<file path="src/design/ptz_params.svh">
`ifndef PTZ_PARAMS_SVH
`define PTZ_PARAMS_SVH

`define PTZ_OFS_INSERT_SELECT 12'h982
`define PTZ_OFS_Z5_VALUE 12'h9B3
`define PTZ_OFS_PATH_CTRL 12'h9B7
`define PTZ_OFS_FORCED_H1 12'h9BF
`define PTZ_OFS_FORCED_H2 12'h9C3
`define PTZ_OFS_CUR_PTR_HI 12'h9C7
`define PTZ_OFS_CUR_PTR_LO 12'h9CB

`define PTZ_SEL_Z5_BIT 3
`define PTZ_PC_FORCE_BIT 5
`define PTZ_PC_CHECK_BIT 4
`define PTZ_PC_NEG_BIT 3
`define PTZ_PC_POS_BIT 2
`define PTZ_PC_CNDF_BIT 1
`define PTZ_PC_SNDF_BIT 0

`define PTZ_RST_BYTE 8'h00
`define PTZ_NDF_NORMAL 4'h6
`define PTZ_NDF_SET 4'h9
`define PTZ_I_MASK 10'h2AA
`define PTZ_D_MASK 10'h155

`define PTZ_CLK_PERIOD_PS 4000
`define PTZ_OHC_PERIOD_NS 32
`define PTZ_OHC_HALF_CYC ((`PTZ_OHC_PERIOD_NS * 1000 / `PTZ_CLK_PERIOD_PS) / 2)
`define PTZ_Z5_BYTE_POS 9
`define PTZ_BITS_PER_BYTE 8
`define PTZ_WAIT_PERIODS ((`PTZ_Z5_BYTE_POS - 1) * `PTZ_BITS_PER_BYTE)
`define PTZ_QUIET_FRAMES 3

`endif

</file>
<file path="src/design/ptz_pkg.sv">
package ptz_pkg;

   typedef enum logic [1:0]
   {
      PTZ_KIND_PAYLOAD = 2'b00,
      PTZ_KIND_H1 = 2'b01,
      PTZ_KIND_H2 = 2'b10,
      PTZ_KIND_Z5 = 2'b11
   } ptz_kind_t;

   typedef struct packed
   {
      ptz_kind_t kind;
      logic [7:0] data;
   } ptz_byte_t;

   typedef enum logic [1:0]
   {
      PTZ_OH_IDLE = 2'b00,
      PTZ_OH_MARK = 2'b01,
      PTZ_OH_COUNT = 2'b10
   } ptz_oh_state_t;

endpackage

</file>
<file path="src/design/ptz_fifo.sv">
`timescale 1ns/1ps
`default_nettype none
module ptz_fifo #(
   parameter int WIDTH = 10,
   parameter int DEPTH = 4
) (
   // Clock and reset
   input wire logic clk_i,
   input wire logic rst_i,
   input wire logic ce_i,
   // Fill side
   input wire logic in_valid_i,
   output logic in_ready_o,
   input wire logic [WIDTH-1:0] in_data_i,
   // Drain side
   output logic out_valid_o,
   input wire logic out_ready_i,
   output logic [WIDTH-1:0] out_data_o
);
   localparam int AW = (DEPTH > 1) ? $clog2(DEPTH) : 1;

   logic [WIDTH-1:0] mem_q [DEPTH];
   logic [AW-1:0] wr_q, wr_d, rd_q, rd_d;
   logic [AW:0] cnt_q, cnt_d;
   logic push, pop;

   assign in_ready_o = (cnt_q != (AW+1)'(DEPTH)) && ce_i;
   assign out_valid_o = (cnt_q != '0) && ce_i;
   assign out_data_o = mem_q[rd_q];
   assign push = in_valid_i && in_ready_o;
   assign pop = out_valid_o && out_ready_i;

   always_comb
   begin
      wr_d = wr_q;
      rd_d = rd_q;
      cnt_d = cnt_q;
      if (push)
      begin
         wr_d = (wr_q == AW'(DEPTH - 1)) ? '0 : wr_q + AW'(1);
      end
      if (pop)
      begin
         rd_d = (rd_q == AW'(DEPTH - 1)) ? '0 : rd_q + AW'(1);
      end
      if (push && !pop)
      begin
         cnt_d = cnt_q + (AW+1)'(1);
      end
      else if (pop && !push)
      begin
         cnt_d = cnt_q - (AW+1)'(1);
      end
   end

   always_ff @(posedge clk_i)
   begin
      if (rst_i)
      begin
         wr_q <= '0;
         rd_q <= '0;
         cnt_q <= '0;
      end
      else if (ce_i)
      begin
         wr_q <= wr_d;
         rd_q <= rd_d;
         cnt_q <= cnt_d;
         if (push)
         begin
            mem_q[wr_q] <= in_data_i;
         end
      end
   end
endmodule // ptz_fifo
`default_nettype wire

</file>
<file path="src/design/ptz_tx_path.sv">
`timescale 1ns/1ps
`default_nettype none
`include "ptz_params.svh"
module ptz_tx_path #(
   parameter logic [3:0] CHANNEL = 4'h1,
   parameter int FIFO_DEPTH = 4
) (
   // Clock, reset and enable
   input wire logic clk_i,
   input wire logic rst_i,
   input wire logic ce_i,
   // Microprocessor register port
   input wire logic [15:0] reg_addr_i,
   input wire logic reg_wr_i,
   input wire logic reg_rd_i,
   input wire logic [7:0] reg_wdata_i,
   output logic [7:0] reg_rdata_o,
   // Outbound frame timing
   input wire logic frame_start_i,
   // Outbound byte stream in
   input wire logic in_valid_i,
   output logic in_ready_o,
   input wire ptz_pkg::ptz_byte_t in_byte_i,
   // Outbound byte stream out
   output logic out_valid_o,
   input wire logic out_ready_i,
   output ptz_pkg::ptz_byte_t out_byte_o,
   // Serial overhead port
   output logic overhead_clock_out_o,
   output logic overhead_window_out_o,
   output logic overhead_frame_mark_out_o,
   input wire logic overhead_serial_in_i
);
   import ptz_pkg::*;

   localparam logic [2:0] HALF = 3'(`PTZ_OHC_HALF_CYC);
   localparam logic [6:0] FIRST_BIT = 7'(`PTZ_WAIT_PERIODS + 1);
   localparam logic [6:0] LAST_BIT = 7'(`PTZ_WAIT_PERIODS + `PTZ_BITS_PER_BYTE);
   localparam logic [1:0] QUIET = 2'(`PTZ_QUIET_FRAMES);

   // Register bank.
   logic [3:0] sel_q, sel_d;
   logic [7:0] z5_val_q, z5_val_d;
   logic [7:0] fh1_q, fh1_d;
   logic [7:0] fh2_q, fh2_d;
   logic force_bit_q, force_bit_d, check_q, check_d;
   logic cndf_q, cndf_d, sndf_bit_q, sndf_bit_d;
   logic force_pend_q, force_pend_d, neg_pend_q, neg_pend_d;
   logic pos_pend_q, pos_pend_d, sndf_pend_q, sndf_pend_d;
   logic [7:0] rdata_q, rdata_d;
   // Pointer generation.
   logic [9:0] ptr_q, ptr_d;
   logic [7:0] h1_q, h1_d, h2_q, h2_d;
   logic [1:0] since_q, since_d;
   // Overhead port.
   logic [2:0] div_q, div_d;
   logic ohc_q, ohc_d;
   logic rise_dly1_q, rise_dly2_q;
   logic sin_meta_q, sin_sync_q;
   ptz_oh_state_t oh_q, oh_d;
   logic mark_pend_q, mark_pend_d;
   logic [6:0] rcnt_q, rcnt_d;
   logic [7:0] shift_q, shift_d;
   logic [7:0] z5_port_q, z5_port_d;

   logic hit, rise_tick, quiet, any_event;
   logic [11:0] ofs;
   ptz_byte_t fifo_in;

   assign hit = (reg_addr_i[15:12] == CHANNEL);
   assign ofs = reg_addr_i[11:0];
   assign rise_tick = (div_q == 3'(2 * HALF - 1));
   assign quiet = !check_q || (since_q >= QUIET);
   assign any_event = force_pend_q || neg_pend_q || pos_pend_q || sndf_pend_q || cndf_q;

   // Register access and pointer events.
   always_comb
   begin
      sel_d = sel_q;
      z5_val_d = z5_val_q;
      fh1_d = fh1_q;
      fh2_d = fh2_q;
      force_bit_d = force_bit_q;
      check_d = check_q;
      cndf_d = cndf_q;
      sndf_bit_d = sndf_bit_q;
      force_pend_d = force_pend_q;
      neg_pend_d = neg_pend_q;
      pos_pend_d = pos_pend_q;
      sndf_pend_d = sndf_pend_q;
      ptr_d = ptr_q;
      h1_d = h1_q;
      h2_d = h2_q;
      since_d = since_q;
      rdata_d = rdata_q;
      // Frame boundary: pick at most one pointer event for this frame.
      if (frame_start_i)
      begin
         h1_d = {`PTZ_NDF_NORMAL, 2'b00, ptr_q[9:8]};
         h2_d = ptr_q[7:0];
         since_d = (since_q == QUIET) ? since_q : since_q + 2'(1);
         if (any_event && quiet)
         begin
            since_d = '0;
            if (force_pend_q)
            begin
               force_pend_d = 1'b0;
               ptr_d = {fh1_q[1:0], fh2_q};
               h1_d = fh1_q;
               h2_d = fh2_q;
            end
            else if (neg_pend_q)
            begin
               neg_pend_d = 1'b0;
               {h1_d[1:0], h2_d} = ptr_q ^ `PTZ_D_MASK;
               ptr_d = ptr_q - 10'(1);
            end
            else if (pos_pend_q)
            begin
               pos_pend_d = 1'b0;
               {h1_d[1:0], h2_d} = ptr_q ^ `PTZ_I_MASK;
               ptr_d = ptr_q + 10'(1);
            end
            else
            begin
               sndf_pend_d = 1'b0;
               ptr_d = {fh1_q[1:0], fh2_q};
               h1_d = {`PTZ_NDF_SET, fh1_q[3:0]};
               h2_d = fh2_q;
            end
         end
      end
      // Writes come after the frame logic so that a new request wins.
      if (reg_wr_i && hit)
      begin
         if (ofs == `PTZ_OFS_INSERT_SELECT)
         begin
            sel_d = reg_wdata_i[3:0];
         end
         else if (ofs == `PTZ_OFS_Z5_VALUE)
         begin
            z5_val_d = reg_wdata_i;
         end
         else if (ofs == `PTZ_OFS_PATH_CTRL)
         begin
            force_bit_d = reg_wdata_i[`PTZ_PC_FORCE_BIT];
            check_d = reg_wdata_i[`PTZ_PC_CHECK_BIT];
            cndf_d = reg_wdata_i[`PTZ_PC_CNDF_BIT];
            sndf_bit_d = reg_wdata_i[`PTZ_PC_SNDF_BIT];
            if (reg_wdata_i[`PTZ_PC_FORCE_BIT] && !force_bit_q)
            begin
               force_pend_d = 1'b1;
            end
            if (reg_wdata_i[`PTZ_PC_NEG_BIT])
            begin
               neg_pend_d = 1'b1;
            end
            if (reg_wdata_i[`PTZ_PC_POS_BIT])
            begin
               pos_pend_d = 1'b1;
            end
            if (reg_wdata_i[`PTZ_PC_SNDF_BIT] && !sndf_bit_q)
            begin
               sndf_pend_d = 1'b1;
            end
         end
         else if (ofs == `PTZ_OFS_FORCED_H1)
         begin
            fh1_d = reg_wdata_i;
         end
         else if (ofs == `PTZ_OFS_FORCED_H2)
         begin
            fh2_d = reg_wdata_i;
         end
      end
      // Read data is registered; unmapped offsets read zero.
      if (reg_rd_i)
      begin
         rdata_d = `PTZ_RST_BYTE;
         if (!hit)
         begin
            rdata_d = `PTZ_RST_BYTE;
         end
         else if (ofs == `PTZ_OFS_INSERT_SELECT)
         begin
            rdata_d = {4'h0, sel_q};
         end
         else if (ofs == `PTZ_OFS_Z5_VALUE)
         begin
            rdata_d = z5_val_q;
         end
         else if (ofs == `PTZ_OFS_PATH_CTRL)
         begin
            rdata_d = {2'b00, force_bit_q, check_q, 2'b00, cndf_q, sndf_bit_q};
         end
         else if (ofs == `PTZ_OFS_FORCED_H1)
         begin
            rdata_d = fh1_q;
         end
         else if (ofs == `PTZ_OFS_FORCED_H2)
         begin
            rdata_d = fh2_q;
         end
         else if (ofs == `PTZ_OFS_CUR_PTR_HI)
         begin
            rdata_d = {6'h00, ptr_q[9:8]};
         end
         else if (ofs == `PTZ_OFS_CUR_PTR_LO)
         begin
            rdata_d = ptr_q[7:0];
         end
      end
   end

   // Overhead clock divider and serial Z5 capture.
   always_comb
   begin
      div_d = (div_q == 3'(2 * HALF - 1)) ? '0 : div_q + 3'(1);
      ohc_d = (div_d < HALF);
      oh_d = oh_q;
      mark_pend_d = mark_pend_q || frame_start_i;
      rcnt_d = rcnt_q;
      shift_d = shift_q;
      z5_port_d = z5_port_q;
      if (rise_tick)
      begin
         case (oh_q)
            PTZ_OH_IDLE:
            begin
               if (mark_pend_q)
               begin
                  mark_pend_d = frame_start_i;
                  oh_d = PTZ_OH_MARK;
                  rcnt_d = '0;
               end
            end
            PTZ_OH_MARK:
            begin
               oh_d = PTZ_OH_COUNT;
               rcnt_d = 7'(1);
            end
            PTZ_OH_COUNT:
            begin
               rcnt_d = rcnt_q + 7'(1);
               if (rcnt_q == LAST_BIT)
               begin
                  oh_d = PTZ_OH_IDLE;
               end
            end
            default:
            begin
               oh_d = PTZ_OH_IDLE;
            end
         endcase
      end
      // The sample point trails the rise by the synchroniser's two cycles.
      if (rise_dly2_q && oh_q == PTZ_OH_COUNT && rcnt_q >= FIRST_BIT && rcnt_q <= LAST_BIT)
      begin
         shift_d = {shift_q[6:0], sin_sync_q};
         if (rcnt_q == LAST_BIT)
         begin
            z5_port_d = {shift_q[6:0], sin_sync_q};
         end
      end
   end

   always_ff @(posedge clk_i)
   begin
      if (rst_i)
      begin
         sel_q <= '0;
         z5_val_q <= `PTZ_RST_BYTE;
         fh1_q <= `PTZ_RST_BYTE;
         fh2_q <= `PTZ_RST_BYTE;
         force_bit_q <= 1'b0;
         check_q <= 1'b0;
         cndf_q <= 1'b0;
         sndf_bit_q <= 1'b0;
         force_pend_q <= 1'b0;
         neg_pend_q <= 1'b0;
         pos_pend_q <= 1'b0;
         sndf_pend_q <= 1'b0;
         rdata_q <= `PTZ_RST_BYTE;
         ptr_q <= '0;
         h1_q <= {`PTZ_NDF_NORMAL, 4'h0};
         h2_q <= `PTZ_RST_BYTE;
         since_q <= QUIET;
         // Starting at the wrap gives the overhead clock a full first high phase.
         div_q <= 3'(2 * HALF - 1);
         ohc_q <= 1'b0;
         rise_dly1_q <= 1'b0;
         rise_dly2_q <= 1'b0;
         sin_meta_q <= 1'b0;
         sin_sync_q <= 1'b0;
         oh_q <= PTZ_OH_IDLE;
         mark_pend_q <= 1'b0;
         rcnt_q <= '0;
         shift_q <= '0;
         z5_port_q <= `PTZ_RST_BYTE;
      end
      else if (ce_i)
      begin
         sel_q <= sel_d;
         z5_val_q <= z5_val_d;
         fh1_q <= fh1_d;
         fh2_q <= fh2_d;
         force_bit_q <= force_bit_d;
         check_q <= check_d;
         cndf_q <= cndf_d;
         sndf_bit_q <= sndf_bit_d;
         force_pend_q <= force_pend_d;
         neg_pend_q <= neg_pend_d;
         pos_pend_q <= pos_pend_d;
         sndf_pend_q <= sndf_pend_d;
         rdata_q <= rdata_d;
         ptr_q <= ptr_d;
         h1_q <= h1_d;
         h2_q <= h2_d;
         since_q <= since_d;
         div_q <= div_d;
         ohc_q <= ohc_d;
         rise_dly1_q <= rise_tick;
         rise_dly2_q <= rise_dly1_q;
         sin_meta_q <= overhead_serial_in_i;
         sin_sync_q <= sin_meta_q;
         oh_q <= oh_d;
         mark_pend_q <= mark_pend_d;
         rcnt_q <= rcnt_d;
         shift_q <= shift_d;
         z5_port_q <= z5_port_d;
      end
   end

   // Byte substitution in front of the output FIFO.
   always_comb
   begin
      fifo_in = in_byte_i;
      if (in_byte_i.kind == PTZ_KIND_Z5)
      begin
         fifo_in.data = sel_q[`PTZ_SEL_Z5_BIT] ? z5_port_q : z5_val_q;
      end
      else if (in_byte_i.kind == PTZ_KIND_H1)
      begin
         fifo_in.data = h1_q;
      end
      else if (in_byte_i.kind == PTZ_KIND_H2)
      begin
         fifo_in.data = h2_q;
      end
   end

   ptz_fifo #(
      .WIDTH($bits(ptz_byte_t)),
      .DEPTH(FIFO_DEPTH)
   ) u_fifo (
      .clk_i(clk_i),
      .rst_i(rst_i),
      .ce_i(ce_i),
      .in_valid_i(in_valid_i),
      .in_ready_o(in_ready_o),
      .in_data_i(fifo_in),
      .out_valid_o(out_valid_o),
      .out_ready_i(out_ready_i),
      .out_data_o(out_byte_o)
   );

   assign reg_rdata_o = rdata_q;
   assign overhead_clock_out_o = ohc_q;
   assign overhead_window_out_o = (oh_q == PTZ_OH_MARK);
   assign overhead_frame_mark_out_o = (oh_q == PTZ_OH_MARK);
endmodule // ptz_tx_path
`default_nettype wire

</file>
<file path="config.mk">
export PLATFORM = sky130hd
export DESIGN_NAME = ptz_tx_path
export DESIGN_NICKNAME = d
export VERILOG_FILES = /design/src/design/ptz_pkg.sv /design/src/design/ptz_fifo.sv /design/src/design/ptz_tx_path.sv
export VERILOG_INCLUDE_DIRS = /design/src /design/src/design
export SDC_FILE = /design/constraint.sdc
export NUM_CORES = 1
export LEC_CHECK = 0
export ABC_AREA = 1
export BUFFER_PORTS_ARGS = -buffer_cell sky130_fd_sc_hd__buf_2
export CAP_MARGIN = 20
export CORE_ASPECT_RATIO = 2
export CORE_MARGIN = 2
export CORE_UTILIZATION = 60
export DETAILED_ROUTE_END_ITERATION = 8
export PLACE_DENSITY = 0.9
export SLEW_MARGIN = 20
export SYNTH_ARGS = -nofsm -noshare
export SYNTH_HDL_FRONTEND = slang
export SYNTH_SLANG_ARGS = --single-unit
</file>
<file path="constraint.sdc">
create_clock -name clk_i -period 5.69 [get_ports clk_i]
set_input_delay 0.2845 -clock clk_i [delete_from_list [all_inputs] [get_ports clk_i]]
set_output_delay 0.2845 -clock clk_i [all_outputs]
set_load 0.02 [all_outputs]
</file>
==> results.json, run 1 <==
{
  "synth_edf_count": 40,
  "fin_nets": 1108,
  "cts_tree": "built",
  "rr_endpoint": "ptr_q[6]",
  "synth-compound-area-share_pct": 22.2,
  "required_ns": 5.41,
  "cts_setup_buffers": 0,
  "ys.warnings.count": 0,
  "dieArea_um2": 13900,
  "crit_fanout": 21,
  "p_total_mw": 2.46,
  "setup_violations": 0,
  "synth_top_family_by_area": "compound AO/OA/AOI/OAI gates",
  "gp_congestion": 0.968,
  "fin_worst_skew_ns": 0.0126,
  "fillers": 981,
  "regToRegSetupSlack_ns": 3.36,
  "clock_latency_ns": 0.43,
  "firstDrtPassIters": 6,
  "drcViolationCount": 0,
  "seq_area_frac_synth_pct": 45.0,
  "final_cells": 1211,
  "cp_slowest_cell": "dfxtp_1",
  "min_path_type": "in -> reg",
  "synth.area.mux_share_pct": 0,
  "p_per_area_nw_per_um2": 284,
  "numCtsBuffers": 17,
  "avgSynthCellArea_um2": 7.70,
  "setup_tns_ns": 0,
  "top_layer": "met4",
  "min_from": "overhead_serial_in_i",
  "core_um2": 12600,
  "syn-num-nets": 1065,
  "vias": 7402,
  "fin_crit_sh_pct": 43.4,
  "grt_pass1_vias": 6995,
  "hold_buffers": 0,
  "antenna_found_initial": 0,
  "final_cell_mix": "nand2_1, nor2_1, o21ai_0, dfxtp_1, a21oi_1",
  "max_freq_mhz": 405,
  "wl_met1_um": 7230,
  "grt_pass1_wl_um": 32900,
  "wl_met3_um": 1230,
  "max_stage_delay_ns": 0.70,
  "crit_type": "reg -> out",
  "htree_levels": 4,
  "wirelength_um": 20600,
  "portBuffers": 65,
  "dpl.hpwl_um": 14600,
  "hold_viol": 0,
  "syn2layout_area_growth_pct": 11.9,
  "cts_resized": 0,
  "ys_ff_latch": 154,
  "synth-xor-area-share_pct": 0.340,
  "drt-initial-drc-count": 724,
  "crit_path_end_kind": "primary output",
  "cp-start-kind": "flop",
  "vias_per_cell": 6.11,
  "synth.distinct_cells": 51,
  "start_util_pct": 61.6,
  "root_buffer": "clkbuf_16",
  "dp_cells": 1178,
  "cts.sinks": 154,
  "final_common_cell": "nand2_1",
  "ys.flop_type": "dfxtp_1",
  "grtUsageTotal_pct": 30.1,
  "power.leakage_nw": 3.54,
  "reg2reg_depth": 8,
  "drive_above_1_share_pct": 13.5,
  "ant_nets": 0,
  "slew_violations": 0,
  "r2r_start": "pos_pend_q",
  "rows": 58,
  "slew_headroom_pct": 39.7,
  "grt_max_degree": 53,
  "min_to": "sin_meta_q",
  "peakVddDrop_mv": 0.276,
  "cts.reportedPaths.clkPinSlew_ns": 0.07,
  "multi_input_area_um2": 3670,
  "clock_path_buffers": 2,
  "syn-cell-area_um2": 7730,
  "synth_cells": 1004,
  "regArea_um2": 3480,
  "overflow": 0,
  "synthSimpleGateAreaFrac_pct": 21.9,
  "worst_pin_slew_ns": 0.901,
  "status": "completed",
  "holdPathStages": 3,
  "synthArstFlopShare_pct": 0,
  "synthAdderAreaFrac_pct": 3.01,
  "ioPinCount": 66,
  "maxCapViolCount": 0,
  "cp_cell_sequence": "inv_1, o21ai_0, o22ai_1, buf_2",
  "fp.dieW_um": 84.3,
  "grt_setup_unrepaired": "no",
  "wl_met2_um": 10800,
  "min_period_ns": 2.47,
  "arrival_ns": 2.18,
  "wire_per_inst_um": 17.0,
  "die_h_um": 165
}
-- registers in the layout (all words and copies together), names as in the netlist, 2 cells and up, named ones only --
register,cells
shift_q,7
oh_q,2
z5_port_q,8
u_fifo.mem_q,40
h1_q,8
u_fifo.cnt_q,3
since_q,2
u_fifo.rd_q,2
div_q,3
reg_rdata_o,8
ptr_q,10
rcnt_q,7
u_fifo.wr_q,2
fh1_q,8
sel_q,4
h2_q,8
fh2_q,8
z5_val_q,8
-- layer usage --
layer	up-vias	global-route usage (%)
met1	3420	30.7
met3	105	5.40
li1	3523	-
met5	-	0
met2	354	54.6
met4	0	20.7
-- through the flow --
| step | hold WS, ns | setup WS, ns | cell area, um2 | util [%] |
|---|---|---|---|---|
| after floorplan | 0.383 | 3.34 | 7730 | - |
| after global placement | 0.448 | 3.01 | 8070 | 64.3 |
| after detailed placement | 0.456 | 2.90 | 8070 | 64.3 |
| after CTS | 0.0825 | 3.23 | 8650 | 68.9 |
| after global routing | 0.113 | 3.04 | 8650 | 68.9 |
| final | 0.0882 | 3.22 | 8650 | 68.9 |
-- logic make-up after synthesis --
logic type / after synthesis
DFF: 154
AOI/OAI and AO/OA: 306
xor gates and xnor gates: 3
adders and majority gates: 18
buffers and inverters: 147
and+or+nand+nor: 376
-- Yosys cell counts, types with 3 or more instances --
library cell	n	share of area, %
inv_2	9	0.44
clkbuf_1	31	1.5
nand2_2	6	0.49
o31ai_1	4	0.39
inv_1	91	4.4
o21ai_0	127	8.2
o2111ai_1	3	0.34
nor3_1	15	0.97
o21bai_1	5	0.49
o22ai_1	16	1.3
edfxtp_1	40	16
o221ai_1	8	0.91
nor3_2	4	0.52
nand3_1	43	2.8
clkinv_1	3	0.15
ha_1	17	2.8
buf_2	7	0.45
nor2_2	6	0.49
dfxtp_1	114	30
a211oi_1	15	1.5
nand4_1	6	0.49
a31oi_1	9	0.73
o211ai_1	6	0.58
buf_4	3	0.29
nand2_1	149	7.2
nor2_4	3	0.44
nor2_1	131	6.4
a21oi_1	102	6.6
-- area by class of cell --
class | count | share of cell area, %
clock inverters | 15 | 1.78
flip-flops and latches | 154 | 40.2
multi-input cells | 703 | 42.4
well taps | 150 | 2.17
repair buffers | 67 | 3.93
clock buffers | 17 | 4.92
diodes | 1 | 0.0289
inverters | 104 | 4.57
-- worst max path at each step --
stage	from	to	cells past startpoint
3_3_place_gp	rst_i	u_fifo.mem_q[3][8]	5
6_report	flop	out_byte_o[7]	4
4_1_cts	flop	out_byte_o[0]	4
3_5_place_dp	rst_i	u_fifo.mem_q[3][0]	5
5_1_grt	flop	out_byte_o[7]	4
2_1_floorplan	ce_i	u_fifo.cnt_q[2]	12
-- where the power goes --
part | total, mW | switching, mW | internal, mW
combinational | 0.174 | 0.118 | 0.0554
sequential | 1.16 | 0.0147 | 1.14
clock | 1.13 | 0.506 | 0.621
-- critical path, delay by kind of cell (launching register included) --
kind | cells | cell delay (ns)
AOI/OAI and AO/OA | 2 | 0.45
DFF | 1 | 0.70
buffers and inverters | 2 | 0.59
(Power assumes the default switching activity.)
==> run 2, diff against run 1 <==
Clock period 5.69 ns to 2.55 ns, I/O delays scaled along.
==> run 2 against run 1 <==
  * Clock skew down 0.0038 ns
  * Total power up 120%
  * Core utilization up 1.7 points
  * Wire length up 3.3%
  * Clock power up 120%
  * Sequential power up 120%
  * Die area unchanged
  * Combinational power up 140%
  * First-iteration DRC count up 18%
  * Critical path type is now reg -> reg
  * Global-route usage up 1.1 points
  * Clock-buffer cell count unchanged
  * Final area up 2.5%
==> results.json, run 2 (same netlist as run 1, synthesis figures left out) <==
{
  "overflow": 0,
  "worst_pin_slew_ns": 0.653,
  "min_period_ns": 2.18,
  "drt-initial-drc-count": 855,
  "cts.reportedPaths.clkPinSlew_ns": 0.07,
  "drive_above_1_share_pct": 14.6,
  "portBuffers": 65,
  "grt_max_degree": 52,
  "ant_nets": 0,
  "cp_slowest_cell": "dfxtp_1",
  "htree_levels": 4,
  "min_from": "out_ready_i",
  "crit_type": "reg -> reg",
  "cp_cell_sequence": "inv_1, a31oi_1, nand2_1, inv_1, ha_1, inv_1, fa_1, xnor2_1, nand2_1, o21ai_0, a21oi_1",
  "arrival_ns": 2.51,
  "final_cell_mix": "nand2_1, nor2_1, o21ai_0, dfxtp_1, a21oi_1",
  "grt_setup_unrepaired": "no",
  "cts_setup_buffers": 0,
  "crit_path_frequent_cell": "inv_1",
  "worstSetupStartpoint": "u_fifo.cnt_q[1]",
  "crit_path_end_kind": "flop",
  "dpl.hpwl_um": 14800,
  "regMostFlops": "u_fifo.mem_q",
  "regToRegSetupSlack_ns": 0.37,
  "cp-start-kind": "flop",
  "crit_fanout": 5,
  "die_h_um": 165,
  "grt_pass1_vias": 7195,
  "vias_per_cell": 6.18,
  "slew_violations": 0,
  "root_buffer": "clkbuf_16",
  "fin_worst_skew_ns": 0.00883,
  "diodes": 0,
  "clock_path_buffers": 2,
  "power.leakage_nw": 3.65,
  "fp.dieW_um": 84.3,
  "fin_crit_sh_pct": 85.4,
  "dieArea_um2": 13900,
  "final_common_cell": "nand2_1",
  "grt_pass1_wl_um": 34200,
  "status": "completed",
  "rr_endpoint": "u_fifo.cnt_q[2]",
  "max_stage_delay_ns": 0.37,
  "min_to": "u_fifo.rd_q[1]",
  "grtUsageTotal_pct": 31.2,
  "antenna_found_initial": 0,
  "max_freq_mhz": 459,
  "syn2layout_area_growth_pct": 14.7,
  "drcViolationCount": 0,
  "setup_tns_ns": 0,
  "start_util_pct": 61.6,
  "numCtsBuffers": 17,
  "slew_headroom_pct": 56.5,
  "reg2reg_depth": 11,
  "rows": 58,
  "largestRegisters": "u_fifo.mem_q x40, ptr_q x10",
  "core_um2": 12600,
  "hold_viol": 0,
  "clock_latency_ns": 0.44,
  "vias": 7619,
  "setup_violations": 0,
  "firstDrtPassIters": 6,
  "required_ns": 2.89,
  "largest_reg_flops": 40,
  "gp_congestion": 0.956,
  "cts_tree": "built",
  "peakVddDrop_mv": 0.842,
  "fin_nets": 1131,
  "wire_per_inst_um": 17.2,
  "ioPinCount": 66,
  "r2r_start": "u_fifo.cnt_q[1]",
  "cts.sinks": 154,
  "maxCapViolCount": 0,
  "p_total_mw": 5.50,
  "holdPathStages": 3,
  "p_per_area_nw_per_um2": 620,
  "min_path_type": "in -> reg",
  "wirelength_um": 21300
}
==> run 2: worst max path at each step <==
stage | to | slack [ns]
2_1_floorplan | u_fifo.cnt_q[2] | 0.28
3_3_place_gp | u_fifo.cnt_q[2] | 0.53
3_5_place_dp | u_fifo.cnt_q[2] | 0.46
4_1_cts | u_fifo.cnt_q[2] | 0.42
5_1_grt | u_fifo.cnt_q[2] | 0.22
6_report | u_fifo.cnt_q[2] | 0.37
==> run 2: final cells by class <==
cell class,instances,area [um2]
clock buffers,17,425
clock inverters,15,176
fillers,895,3680
inverters,104,395
multi-input cells,703,3670
flip-flops and latches,154,3480
well taps,150,188
repair buffers,90,536
==> run 2: what timing repair did <==
| item | in CTS | in global routing |
|---|---|---|
| resized for setup | 0 | 0 |
| hold buffers | 9 | 0 |
| endpoints found under the hold margin | 16 | 0 |
==> run 2: layer usage <==
metal	vias up	track usage (%)	wire length, um
met2	473	55.8	10900
met3	136	5.20	1510
met5	-	0	0
met1	3430	32.3	7160
met4	0	22.7	1690
li1	3580	-	-
==> run 2: through the flow <==
| step | area [um2] | worst slack [ns] | cells | hold WS, ns | utilization (%) |
|---|---|---|---|---|---|
| after floorplan | 7730 | 0.279 | 1004 | 0.226 | - |
| after global placement | 8180 | 0.535 | 1192 | 0.363 | 65.1 |
| after detailed placement | 8180 | 0.459 | 1192 | 0.362 | 65.1 |
| after CTS | 8870 | 0.417 | 1233 | 0.00338 | 70.6 |
| after global routing | 8870 | 0.219 | 1233 | 0.00978 | 70.6 |
| final | 8870 | 0.373 | 1233 | 0.00474 | 70.6 |
==> run 2: report_power, final <==
group	switching, mW	internal [mW]	leakage (nW)
Combinational	0.272	0.141	2.07
Clock	1.19	1.32	0.286
Sequential	0.0279	2.55	1.29
==> run 2: worst max-delay path, delay by kind of cell (launching register included) <==
family / cells / cell delay, ns
buffers and inverters: 3 / 0.29
AND/OR/NAND/NOR: 2 / 0.25
XOR/XNOR: 1 / 0.17
AO/OA/AOI/OAI: 3 / 0.42
flip-flops: 1 / 0.37
adder cells (fa/ha/maj): 2 / 0.57
